<file path="config.mk">
export PLATFORM = sky130hd
export DESIGN_NAME = amp_regs
export DESIGN_NICKNAME = d
export VERILOG_FILES = /design/src/shared/amp_pkg.sv /design/src/rtl/amp_regs.sv
export VERILOG_INCLUDE_DIRS = /design/src /design/src/shared
export SDC_FILE = /design/constraint.sdc
export NUM_CORES = 1
export LEC_CHECK = 0
export BUFFER_PORTS_ARGS = -buffer_cell sky130_fd_sc_hd__buf_2
export CORE_UTILIZATION = 49
export DETAILED_ROUTE_END_ITERATION = 7
export GPL_ROUTABILITY_DRIVEN = 0
export PLACE_DENSITY_LB_ADDON = 0.08
export SETUP_SLACK_MARGIN = 0.3
export SKIP_CTS_REPAIR_TIMING = 1
export SLEW_MARGIN = 20
export SYNTH_ARGS = -nofsm -noshare
export SYNTH_HDL_FRONTEND = slang
export SYNTH_SLANG_ARGS = --single-unit
</file>
<file path="constraint.sdc">
create_clock -name clk -period 5.2 [get_ports clk]
set_clock_uncertainty 0.1 [all_clocks]
set_input_delay 1.04 -clock clk [delete_from_list [all_inputs] [get_ports clk]]
set_output_delay 1.04 -clock clk [all_outputs]
set_load 0.02 [all_outputs]
</file>
<file path="src/shared/amp_cfg.svh">
// Register offsets, field positions, reset values of the amplifier register bank
//
// Contract
// - Primary non-inverting select, bits 11:9, codes 000..110 pick seven pins.
// - Secondary non-inverting select, bits 19:17, same encoding as primary.
// - Inverting selects at 7:6 and 15:14, four codes pick four pins.
// - Bit 13 enables timer-driven switching between primary and secondary selects.
// - Switching enabled and timer signal high selects secondary, else primary.
// - Gain code 5:3 gives 2,4,8,16,32 for 000..100, others give 2.
// - Mode 2:1: 0x external, 10 internal gain, 11 follower; bit 0 enables.
// - Lock bit 0 of lock register takes only the first write after reset.
// - Control register is read-only while locked, read-write while unlocked.
// - Only chip reset clears the lock; software cannot.
`ifndef AMP_CFG_SVH
`define AMP_CFG_SVH

// ----------------------------------------
// Offsets
// ----------------------------------------
`define AMP_CTRL_OFFSET   8'h00
`define AMP_LOCK_OFFSET   8'h04

// ----------------------------------------
// Field positions and reset values
// ----------------------------------------
`define AMP_EN_BIT        0
`define AMP_MODE_LSB      1
`define AMP_GAIN_LSB      3
`define AMP_PINV_LSB      6
`define AMP_PNON_LSB      9
`define AMP_SWEN_BIT      13
`define AMP_SINV_LSB      14
`define AMP_SNON_LSB      17
`define AMP_LOCK_BIT      0
`define AMP_CTRL_WMASK    32'h000e_eefe
`define AMP_CTRL_WMASK_EN 32'h0000_0001
`define AMP_CTRL_RESET    32'h0000_0000
`define AMP_NON_MAX_CODE  3'h6
`define AMP_GAIN_MAX_CODE 3'h4

`endif

</file>
<file path="src/shared/amp_pkg.sv">
// Types of the amplifier register bank
package amp_pkg;

    typedef enum logic [1:0]
    {
        mode_ext_lo_type_e = 2'h0,
        mode_ext_hi_type_e = 2'h1,
        mode_pga_type_e    = 2'h2,
        mode_follow_type_e = 2'h3
    } amp_mode_type;

    typedef struct packed
    {
        logic         enable;
        amp_mode_type mode;
        logic [5:0]   gain;
        logic [2:0]   noninv_sel;
        logic [1:0]   inv_sel;
        logic         noninv_valid;
        logic         use_secondary;
    } amp_drive_type;

endpackage

</file>
<file path="src/rtl/amp_regs.sv">
// Register bank and input switching for the on-chip amplifier
//
// The implementer's own choice: the strobed register port.
`timescale 1ns/1ps
`include "amp_cfg.svh"

module amp_regs
    import amp_pkg::*;
(
    // Clock and reset
    input  wire logic          clk,
    input  wire logic          rst,
    // Register port
    input  wire logic [7:0]    addr,
    input  wire logic [31:0]   wdata,
    input  wire logic          wr,
    input  wire logic          rd,
    output logic      [31:0]   rdata,
    // Timer switch input
    input  wire logic          timer_compare_switch_signal,
    // Analog control
    output amp_drive_type      drive
);

    // ----------------------------------------
    // Register state
    // ----------------------------------------
    logic [31:0]   ctrl_q;
    logic [31:0]   ctrl_d;
    logic          lock_bit_q;
    logic          lock_bit_d;
    logic          lock_used_q;
    logic          lock_used_d;
    logic [31:0]   rdata_d;
    amp_drive_type drive_d;

    always_comb
    begin
        ctrl_d      = ctrl_q;
        lock_bit_d  = lock_bit_q;
        lock_used_d = lock_used_q;
        rdata_d     = 32'h0000_0000;
        // Only reserved bits are masked, so they always hold reset value
        if (wr && addr == `AMP_CTRL_OFFSET && !lock_bit_q)
        begin
            ctrl_d = wdata & `AMP_CTRL_WMASK | wdata & `AMP_CTRL_WMASK_EN;
        end
        // Locked writes fall through with no error
        // First write wins; no later path clears it
        if (wr && addr == `AMP_LOCK_OFFSET && !lock_used_q)
        begin
            lock_bit_d  = wdata[`AMP_LOCK_BIT];
            lock_used_d = 1'b1;
        end
        if (rd)
        begin
            case (addr)
                `AMP_CTRL_OFFSET: rdata_d = ctrl_q;
                `AMP_LOCK_OFFSET: rdata_d = {31'h0000_0000, lock_bit_q};
                default:          rdata_d = 32'h0000_0000;
            endcase
        end
    end

    // ----------------------------------------
    // Gain decode, one flag per gain step
    // ----------------------------------------
    logic [2:0]    gain_code;
    logic [5:0]    gain_dec;

    assign gain_code = ctrl_q[`AMP_GAIN_LSB +: 3];

    // Undefined codes fall back to x2 so the feedback net is never left open
    for (genvar g = 0; g < 6; g++)
    begin : g_gain
        if (g == 0)
        begin : g_low
            assign gain_dec[g] = (gain_code == 3'h0) || (gain_code > `AMP_GAIN_MAX_CODE);
        end
        else if (g <= `AMP_GAIN_MAX_CODE)
        begin : g_step
            assign gain_dec[g] = (gain_code == 3'(g));
        end
        else
        begin : g_none
            assign gain_dec[g] = 1'b0;
        end
    end

    // ----------------------------------------
    // Drive decode
    // ----------------------------------------
    always_comb
    begin
        drive_d.use_secondary = ctrl_q[`AMP_SWEN_BIT] && timer_compare_switch_signal;
        if (drive_d.use_secondary)
        begin
            drive_d.noninv_sel = ctrl_q[`AMP_SNON_LSB +: 3];
            drive_d.inv_sel    = ctrl_q[`AMP_SINV_LSB +: 2];
        end
        else
        begin
            drive_d.noninv_sel = ctrl_q[`AMP_PNON_LSB +: 3];
            drive_d.inv_sel    = ctrl_q[`AMP_PINV_LSB +: 2];
        end
        // Code 111 routes no pin
        drive_d.noninv_valid = drive_d.noninv_sel <= `AMP_NON_MAX_CODE;
        // One-hot gain: bit 0 = x2 ... bit 4 = x32, bit 5 unused
        drive_d.gain = gain_dec;
        drive_d.mode   = amp_mode_type'(ctrl_q[`AMP_MODE_LSB +: 2]);
        drive_d.enable = ctrl_q[`AMP_EN_BIT];
    end

    // Lock clears only on reset
    always_ff @(posedge clk or posedge rst)
    begin
        if (rst)
        begin
            ctrl_q      <= `AMP_CTRL_RESET;
            lock_bit_q  <= 1'b0;
            lock_used_q <= 1'b0;
            rdata       <= 32'h0000_0000;
            drive       <= '0;
        end
        else
        begin
            ctrl_q      <= ctrl_d;
            lock_bit_q  <= lock_bit_d;
            lock_used_q <= lock_used_d;
            rdata       <= rdata_d;
            drive       <= drive_d;
        end
    end

    // ----------------------------------------
    // Assertions
    // ----------------------------------------
    a_locked_ctrl_hold: assert property (@(posedge clk) disable iff (rst)
        lock_bit_q |=> $stable(ctrl_q))
        else $error("control changed while locked");
    a_locked_no_err: assert property (@(posedge clk) disable iff (rst)
        (wr && addr == `AMP_CTRL_OFFSET && lock_bit_q) |=> ctrl_q == $past(ctrl_q))
        else $error("locked write altered control");
    a_unlock_write: assert property (@(posedge clk) disable iff (rst)
        (wr && addr == `AMP_CTRL_OFFSET && !lock_bit_q)
        |=> ctrl_q == ($past(wdata) & 32'h000e_eeff))
        else $error("unlocked write not stored");
    a_lock_once: assert property (@(posedge clk) disable iff (rst)
        lock_used_q |=> $stable(lock_bit_q))
        else $error("lock changed after first write");
    a_lock_first: assert property (@(posedge clk) disable iff (rst)
        (wr && addr == `AMP_LOCK_OFFSET && !lock_used_q) |=> lock_bit_q == $past(wdata[0]))
        else $error("first lock write lost");
    a_lock_sticky: assert property (@(posedge clk) disable iff (rst)
        lock_bit_q |=> lock_bit_q)
        else $error("lock cleared without reset");
    a_reserved_zero: assert property (@(posedge clk) disable iff (rst)
        (ctrl_q & 32'hfff1_1100) == 32'h0000_0000)
        else $error("reserved bits set");
    a_switch_sel: assert property (@(posedge clk) disable iff (rst)
        (ctrl_q[13] && timer_compare_switch_signal)
        |=> drive.noninv_sel == $past(ctrl_q[19:17]) && drive.inv_sel == $past(ctrl_q[15:14]))
        else $error("secondary select not applied");
    a_primary_sel: assert property (@(posedge clk) disable iff (rst)
        !ctrl_q[13] |=> drive.noninv_sel == $past(ctrl_q[11:9]) && !drive.use_secondary)
        else $error("primary select not applied");
    a_gain_map: assert property (@(posedge clk) disable iff (rst)
        (ctrl_q[5:3] == 3'h4) |=> drive.gain == 6'h10)
        else $error("gain code 4 not x32");
    a_read_data: assert property (@(posedge clk) disable iff (rst)
        (rd && addr == `AMP_LOCK_OFFSET) |=> rdata == {31'h0, $past(lock_bit_q)})
        else $error("lock readback wrong");

    // ----------------------------------------
    // Register port assertions
    // ----------------------------------------
    a_rdata_idle: assert property (@(posedge clk) disable iff (rst)
        !rd
        |=> rdata == 32'h0000_0000)
        else $error("read data not cleared");
    a_ctrl_readback: assert property (@(posedge clk) disable iff (rst)
        (rd && addr == `AMP_CTRL_OFFSET)
        |=> rdata == $past(ctrl_q))
        else $error("control readback wrong");
    a_unmapped_read: assert property (@(posedge clk) disable iff (rst)
        (rd && addr != `AMP_CTRL_OFFSET && addr != `AMP_LOCK_OFFSET)
        |=> rdata == 32'h0000_0000)
        else $error("unmapped read not zero");
    a_unmapped_write: assert property (@(posedge clk) disable iff (rst)
        !(wr && addr == `AMP_CTRL_OFFSET)
        |=> $stable(ctrl_q))
        else $error("control changed without write");
    a_lock_ignored: assert property (@(posedge clk) disable iff (rst)
        (wr && addr == `AMP_LOCK_OFFSET && lock_used_q)
        |=> lock_bit_q == $past(lock_bit_q))
        else $error("second lock write took effect");
    a_lock_used_set: assert property (@(posedge clk) disable iff (rst)
        (wr && addr == `AMP_LOCK_OFFSET)
        |=> lock_used_q)
        else $error("lock write not consumed");
    a_lock_used_hold: assert property (@(posedge clk) disable iff (rst)
        lock_used_q
        |=> lock_used_q)
        else $error("lock write token returned");
    a_lock_has_write: assert property (@(posedge clk) disable iff (rst)
        lock_bit_q |-> lock_used_q)
        else $error("lock set without a write");
    a_lock_idle_hold: assert property (@(posedge clk) disable iff (rst)
        !(wr && addr == `AMP_LOCK_OFFSET)
        |=> $stable(lock_bit_q))
        else $error("lock changed without write");

    // ----------------------------------------
    // Drive assertions
    // ----------------------------------------
    a_switch_flag: assert property (@(posedge clk) disable iff (rst)
        (ctrl_q[13] && timer_compare_switch_signal)
        |=> drive.use_secondary)
        else $error("switch flag not raised");
    a_timer_gated: assert property (@(posedge clk) disable iff (rst)
        !timer_compare_switch_signal
        |=> !drive.use_secondary)
        else $error("secondary used with timer low");
    a_timer_low_sel: assert property (@(posedge clk) disable iff (rst)
        (ctrl_q[13] && !timer_compare_switch_signal)
        |=> drive.noninv_sel == $past(ctrl_q[11:9]) && drive.inv_sel == $past(ctrl_q[7:6]))
        else $error("primary select not applied with timer low");
    a_primary_inv: assert property (@(posedge clk) disable iff (rst)
        !ctrl_q[13]
        |=> drive.inv_sel == $past(ctrl_q[7:6]))
        else $error("primary inverting select not applied");
    a_switch_off: assert property (@(posedge clk) disable iff (rst)
        !ctrl_q[13]
        |=> !drive.use_secondary)
        else $error("switching active while disabled");
    a_noninv_none: assert property (@(posedge clk) disable iff (rst)
        (!ctrl_q[13] && ctrl_q[11:9] == 3'h7)
        |=> !drive.noninv_valid)
        else $error("code 7 marked as a pin");
    a_noninv_pin: assert property (@(posedge clk) disable iff (rst)
        (!ctrl_q[13] && ctrl_q[11:9] != 3'h7)
        |=> drive.noninv_valid)
        else $error("pin code not marked valid");
    a_gain_x2: assert property (@(posedge clk) disable iff (rst)
        (ctrl_q[5:3] == 3'h0)
        |=> drive.gain == 6'h01)
        else $error("gain code 0 not x2");
    a_gain_x4: assert property (@(posedge clk) disable iff (rst)
        (ctrl_q[5:3] == 3'h1)
        |=> drive.gain == 6'h02)
        else $error("gain code 1 not x4");
    a_gain_x8: assert property (@(posedge clk) disable iff (rst)
        (ctrl_q[5:3] == 3'h2)
        |=> drive.gain == 6'h04)
        else $error("gain code 2 not x8");
    a_gain_x16: assert property (@(posedge clk) disable iff (rst)
        (ctrl_q[5:3] == 3'h3)
        |=> drive.gain == 6'h08)
        else $error("gain code 3 not x16");
    a_gain_other: assert property (@(posedge clk) disable iff (rst)
        (ctrl_q[5:3] > 3'h4)
        |=> drive.gain == 6'h01)
        else $error("undefined gain code not x2");
    a_gain_top_unused: assert property (@(posedge clk) disable iff (rst)
        !drive.gain[5])
        else $error("unused gain step driven");
    a_mode_follow: assert property (@(posedge clk) disable iff (rst)
        (ctrl_q[2:1] == 2'h3)
        |=> drive.mode == mode_follow_type_e)
        else $error("follower mode not applied");
    a_mode_pga: assert property (@(posedge clk) disable iff (rst)
        (ctrl_q[2:1] == 2'h2)
        |=> drive.mode == mode_pga_type_e)
        else $error("internal gain mode not applied");
    a_mode_ext: assert property (@(posedge clk) disable iff (rst)
        !ctrl_q[2]
        |=> !drive.mode[1])
        else $error("external mode not applied");
    a_enable_on: assert property (@(posedge clk) disable iff (rst)
        ctrl_q[0]
        |=> drive.enable)
        else $error("enable not applied");
    a_enable_off: assert property (@(posedge clk) disable iff (rst)
        !ctrl_q[0]
        |=> !drive.enable)
        else $error("disable not applied");

    c_lock_set:   cover property (@(posedge clk) disable iff (rst)
        wr && addr == `AMP_LOCK_OFFSET && wdata[0] && !lock_used_q);
    c_locked_wr:  cover property (@(posedge clk) disable iff (rst)
        wr && addr == `AMP_CTRL_OFFSET && lock_bit_q);
    c_secondary:  cover property (@(posedge clk) disable iff (rst) drive.use_secondary);
    c_follow:     cover property (@(posedge clk) disable iff (rst)
        drive.mode == mode_follow_type_e && drive.enable);
    // A first lock write of 0 leaves the bank open until reset
    c_lock_zero:  cover property (@(posedge clk) disable iff (rst)
        wr && addr == `AMP_LOCK_OFFSET && !wdata[0] && !lock_used_q);

endmodule

</file>
==> summary.txt <==
Yosys
  – Most frequent cell after synthesis: dfrtp_1
  – Seq/Total Area, Yosys: 0.641
  – Most used DFF post-synth: dfrtp_1
  – Synth area leader: dfrtp_1
  – Post-synth top area share: 0.641
  – Async set-reset flop share out of synthesis: 1.00
  – Flops & latches, synth: between 50 and 60
  – Ranking of synthesized cells by area: dfrtp_1 64%, mux2_4 7.5%, mux2_2 7.4%, buf_4 6.0%, and2_1 5.0%
  – Post-synth EDFFs: 0
  – Mean Syn Cell Area: ~15 µm²
  – Mapped Cells: 132
  – Mapped Area: 1990 µm²
  – Yosys warnings: 0
  – Post-synth top cells: 51 x dfrtp_1, 16 x and2_1, 16 x buf_4
  – Netlist cell types: 25

Clock network
  – CTS sink cnt: about 50
  – TritonCTS buffer count: 5
  – Clock latency on the worst-skew pair: slightly below 0.3 ns
  – CTS tree: done
  – Root Driver: clkbuf_8
  – Clk slew on worst S/H paths: 0.08 ns
  – H-tree depth: 2
  – CTS Buffer Depth: 2

Timing
  – Final Max Slew Viols: 0
  – Setup_tns: 0 ns
  – Final Hold Fails: 0
  – Slew headroom: 0.454
  – Fmax: ~430 MHz
  – Count of final setup violators: 0
  – Final Critical Period: 2.35 ns
  – Least-Margin Pin Slew: 0.819 ns
  – Final worst-path cycle share: 0.451
  – RSZ-0062 raised after global routing: no

Setup path
  – Crit path max fanout: 17
  – CP delay by family, top: simple AND/OR/NAND/NOR gates
  – Slowest stage delay, CP: about 0.43 ns
  – WS Path Type: in -> reg
  – Worst setup EP type: register
  – Worst Setup Start Kind: input port
  – Worst path bufs/invs: 1
  – Critical path required time: approximately 5.3 ns
  – Worst path arrival time: 2.42 ns
  – Sequence of cells on the critical path: buf_2 > nor4_4 > nand4_4 > mux2_4
  – Critical path's slowest cell: nand4_4

Detailed routing
  – Routed wire per std cell: roughly 13 µm
  – Initial DRC Count: 43
  – Drt pass-1 iters: 2
  – Vias per cell: 4.68
  – # DRC: 0
  – WL final: about 3100 µm
  – Vias: between 1000 and 1500
  – Post-route antenna net violation count: 0

Pwr
  – Leakage power: about 1.4 nW
  – Worst VDD drop: approximately 0.00016 V
  – Total power per unit cell area: 294 nW/µm²
  – PnR Total Power: 696 µW

Finish
  – Share of cells above drive strength 1: 0.487
  – Layout net count: between 200 and 250
  – Number of fill cells: around 310
  – Antenna diodes: 0
  – Layout area overhead: 18.9%

Placed design
  – Dpl hpwl: around 2200 µm
  – Port Buffer Count: 61

Worst hold path
  – Worst min path class: reg -> reg

Flow run
  – Max-Cap Viols: 0

Die
  – Area of the core: 3770 µm²
  – Starting Density: 0.528
  – Width of the die: 65.7 µm
  – DIE AREA: roughly 4300 µm²
  – # IOs: between 90 and 100
  – Die span in y: between 60 and 70 µm
  – FP Rows: 22

GRT
  – First-pass GRT wire length: about 5000 µm
  – GRT overflow: 0
  – Largest net degree at the start of global routing: 52
  – Initial antenna violation count: 0
  – GRT Overall Usage: 0.161
  – Vias in the first global route: approximately 1100

Run status
  – Status: finished clean
-- metrics by stage --
stage               worst slack, ns  hold WS [ns]  utilization  instance area (µm²)  instances
global route                   2.78         0.322        0.627                 2370        245
detailed placement             2.52         0.282        0.604                 2280        238
CTS                            2.83         0.307        0.627                 2360        245
finish                         2.85         0.307        0.627                 2370        245
global placement               2.54         0.273        0.604                 2280        238
floorplan                      2.83         0.266            -                 2050        147
-- worst paths after layout --
kind                                        startpoint                    end  slack [ns]  depth (start not counted)
worst max-delay path                           addr[5]  ctrl_q[0]$_DFFE_PP0P_        2.85                          4
worst min-delay path             ctrl_q[1]$_DFFE_PP0P_    drive[13]$_DFF_PP0_        0.31                          0
worst max register to register  lock_bit_q$_DFFE_PP0P_  ctrl_q[0]$_DFFE_PP0P_        3.59                          3
worst min register to register   ctrl_q[1]$_DFFE_PP0P_    drive[13]$_DFF_PP0_        0.31                          0
max in group asynchronous                          rst     rdata[9]$_DFF_PP0_        3.74                          2
min in group asynchronous                          rst    rdata[14]$_DFF_PP0_        0.78                          2
-- worst register-to-register path: cells and delay by family, from the launching register on --
family / cells / cell delay [ns]
flops: 1 / 0.39
simple gates: 2 / 0.57
mux: 1 / 0.43
-- cells in the final DEF (no fill, tap or decap), types with 2 or more instances in the layout --
cell,instances
and2_1,16
buf_2,61
clkbuf_8,6
clkinv_2,2
conb_1,16
dfrtp_1,51
mux2_2,13
mux2_4,10
nand2_1,2
nor2_1,4
nor3b_1,2
-- cell families after synthesis --
logic type	synth area share
DFF	0.641
and+or+nand+nor	0.117
muxes	0.154
buffers and inverters	0.0717
AOI/OAI and AO/OA	0.00817
adders and majority gates	0.00628
other	0.00188
-- flip-flops by register name, summed over array words and instances (netlist names) --
name,cells
lock_bit_q,1
rdata,17
lock_used_q,1
ctrl_q,17
drive,15
-- layout make-up --
cell class / count / area, µm² / area share
sequential: 51 / 1280 / 0.539
tap: 48 / 60.1 / 0.0254
clock inverter: 1 / 5.00 / 0.00212
inverter: 2 / 8.76 / 0.00370
clock buffer: 6 / 82.6 / 0.0349
multi-input combinational: 76 / 628 / 0.265
timing repair buffer: 61 / 305 / 0.129
-- routing by layer --
metal  part of all wire  global-route usage  vias to the layer above
met5                  0                   0                        -
met4              0.012              0.0652                        0
met3              0.082              0.0417                        4
met2               0.48               0.264                       60
met1               0.43               0.201                      549
li1                   -                   -                      534
-- report_power, final --
part           switching [mW]  internal, mW  leakage, nW  total, mW
combinational          0.0366        0.0233        0.632     0.0599
clock                   0.115         0.104       0.0470      0.219
sequential            0.00740         0.409        0.697      0.416
total                   0.159         0.537         1.38      0.696
(Power assumes the default switching activity.)
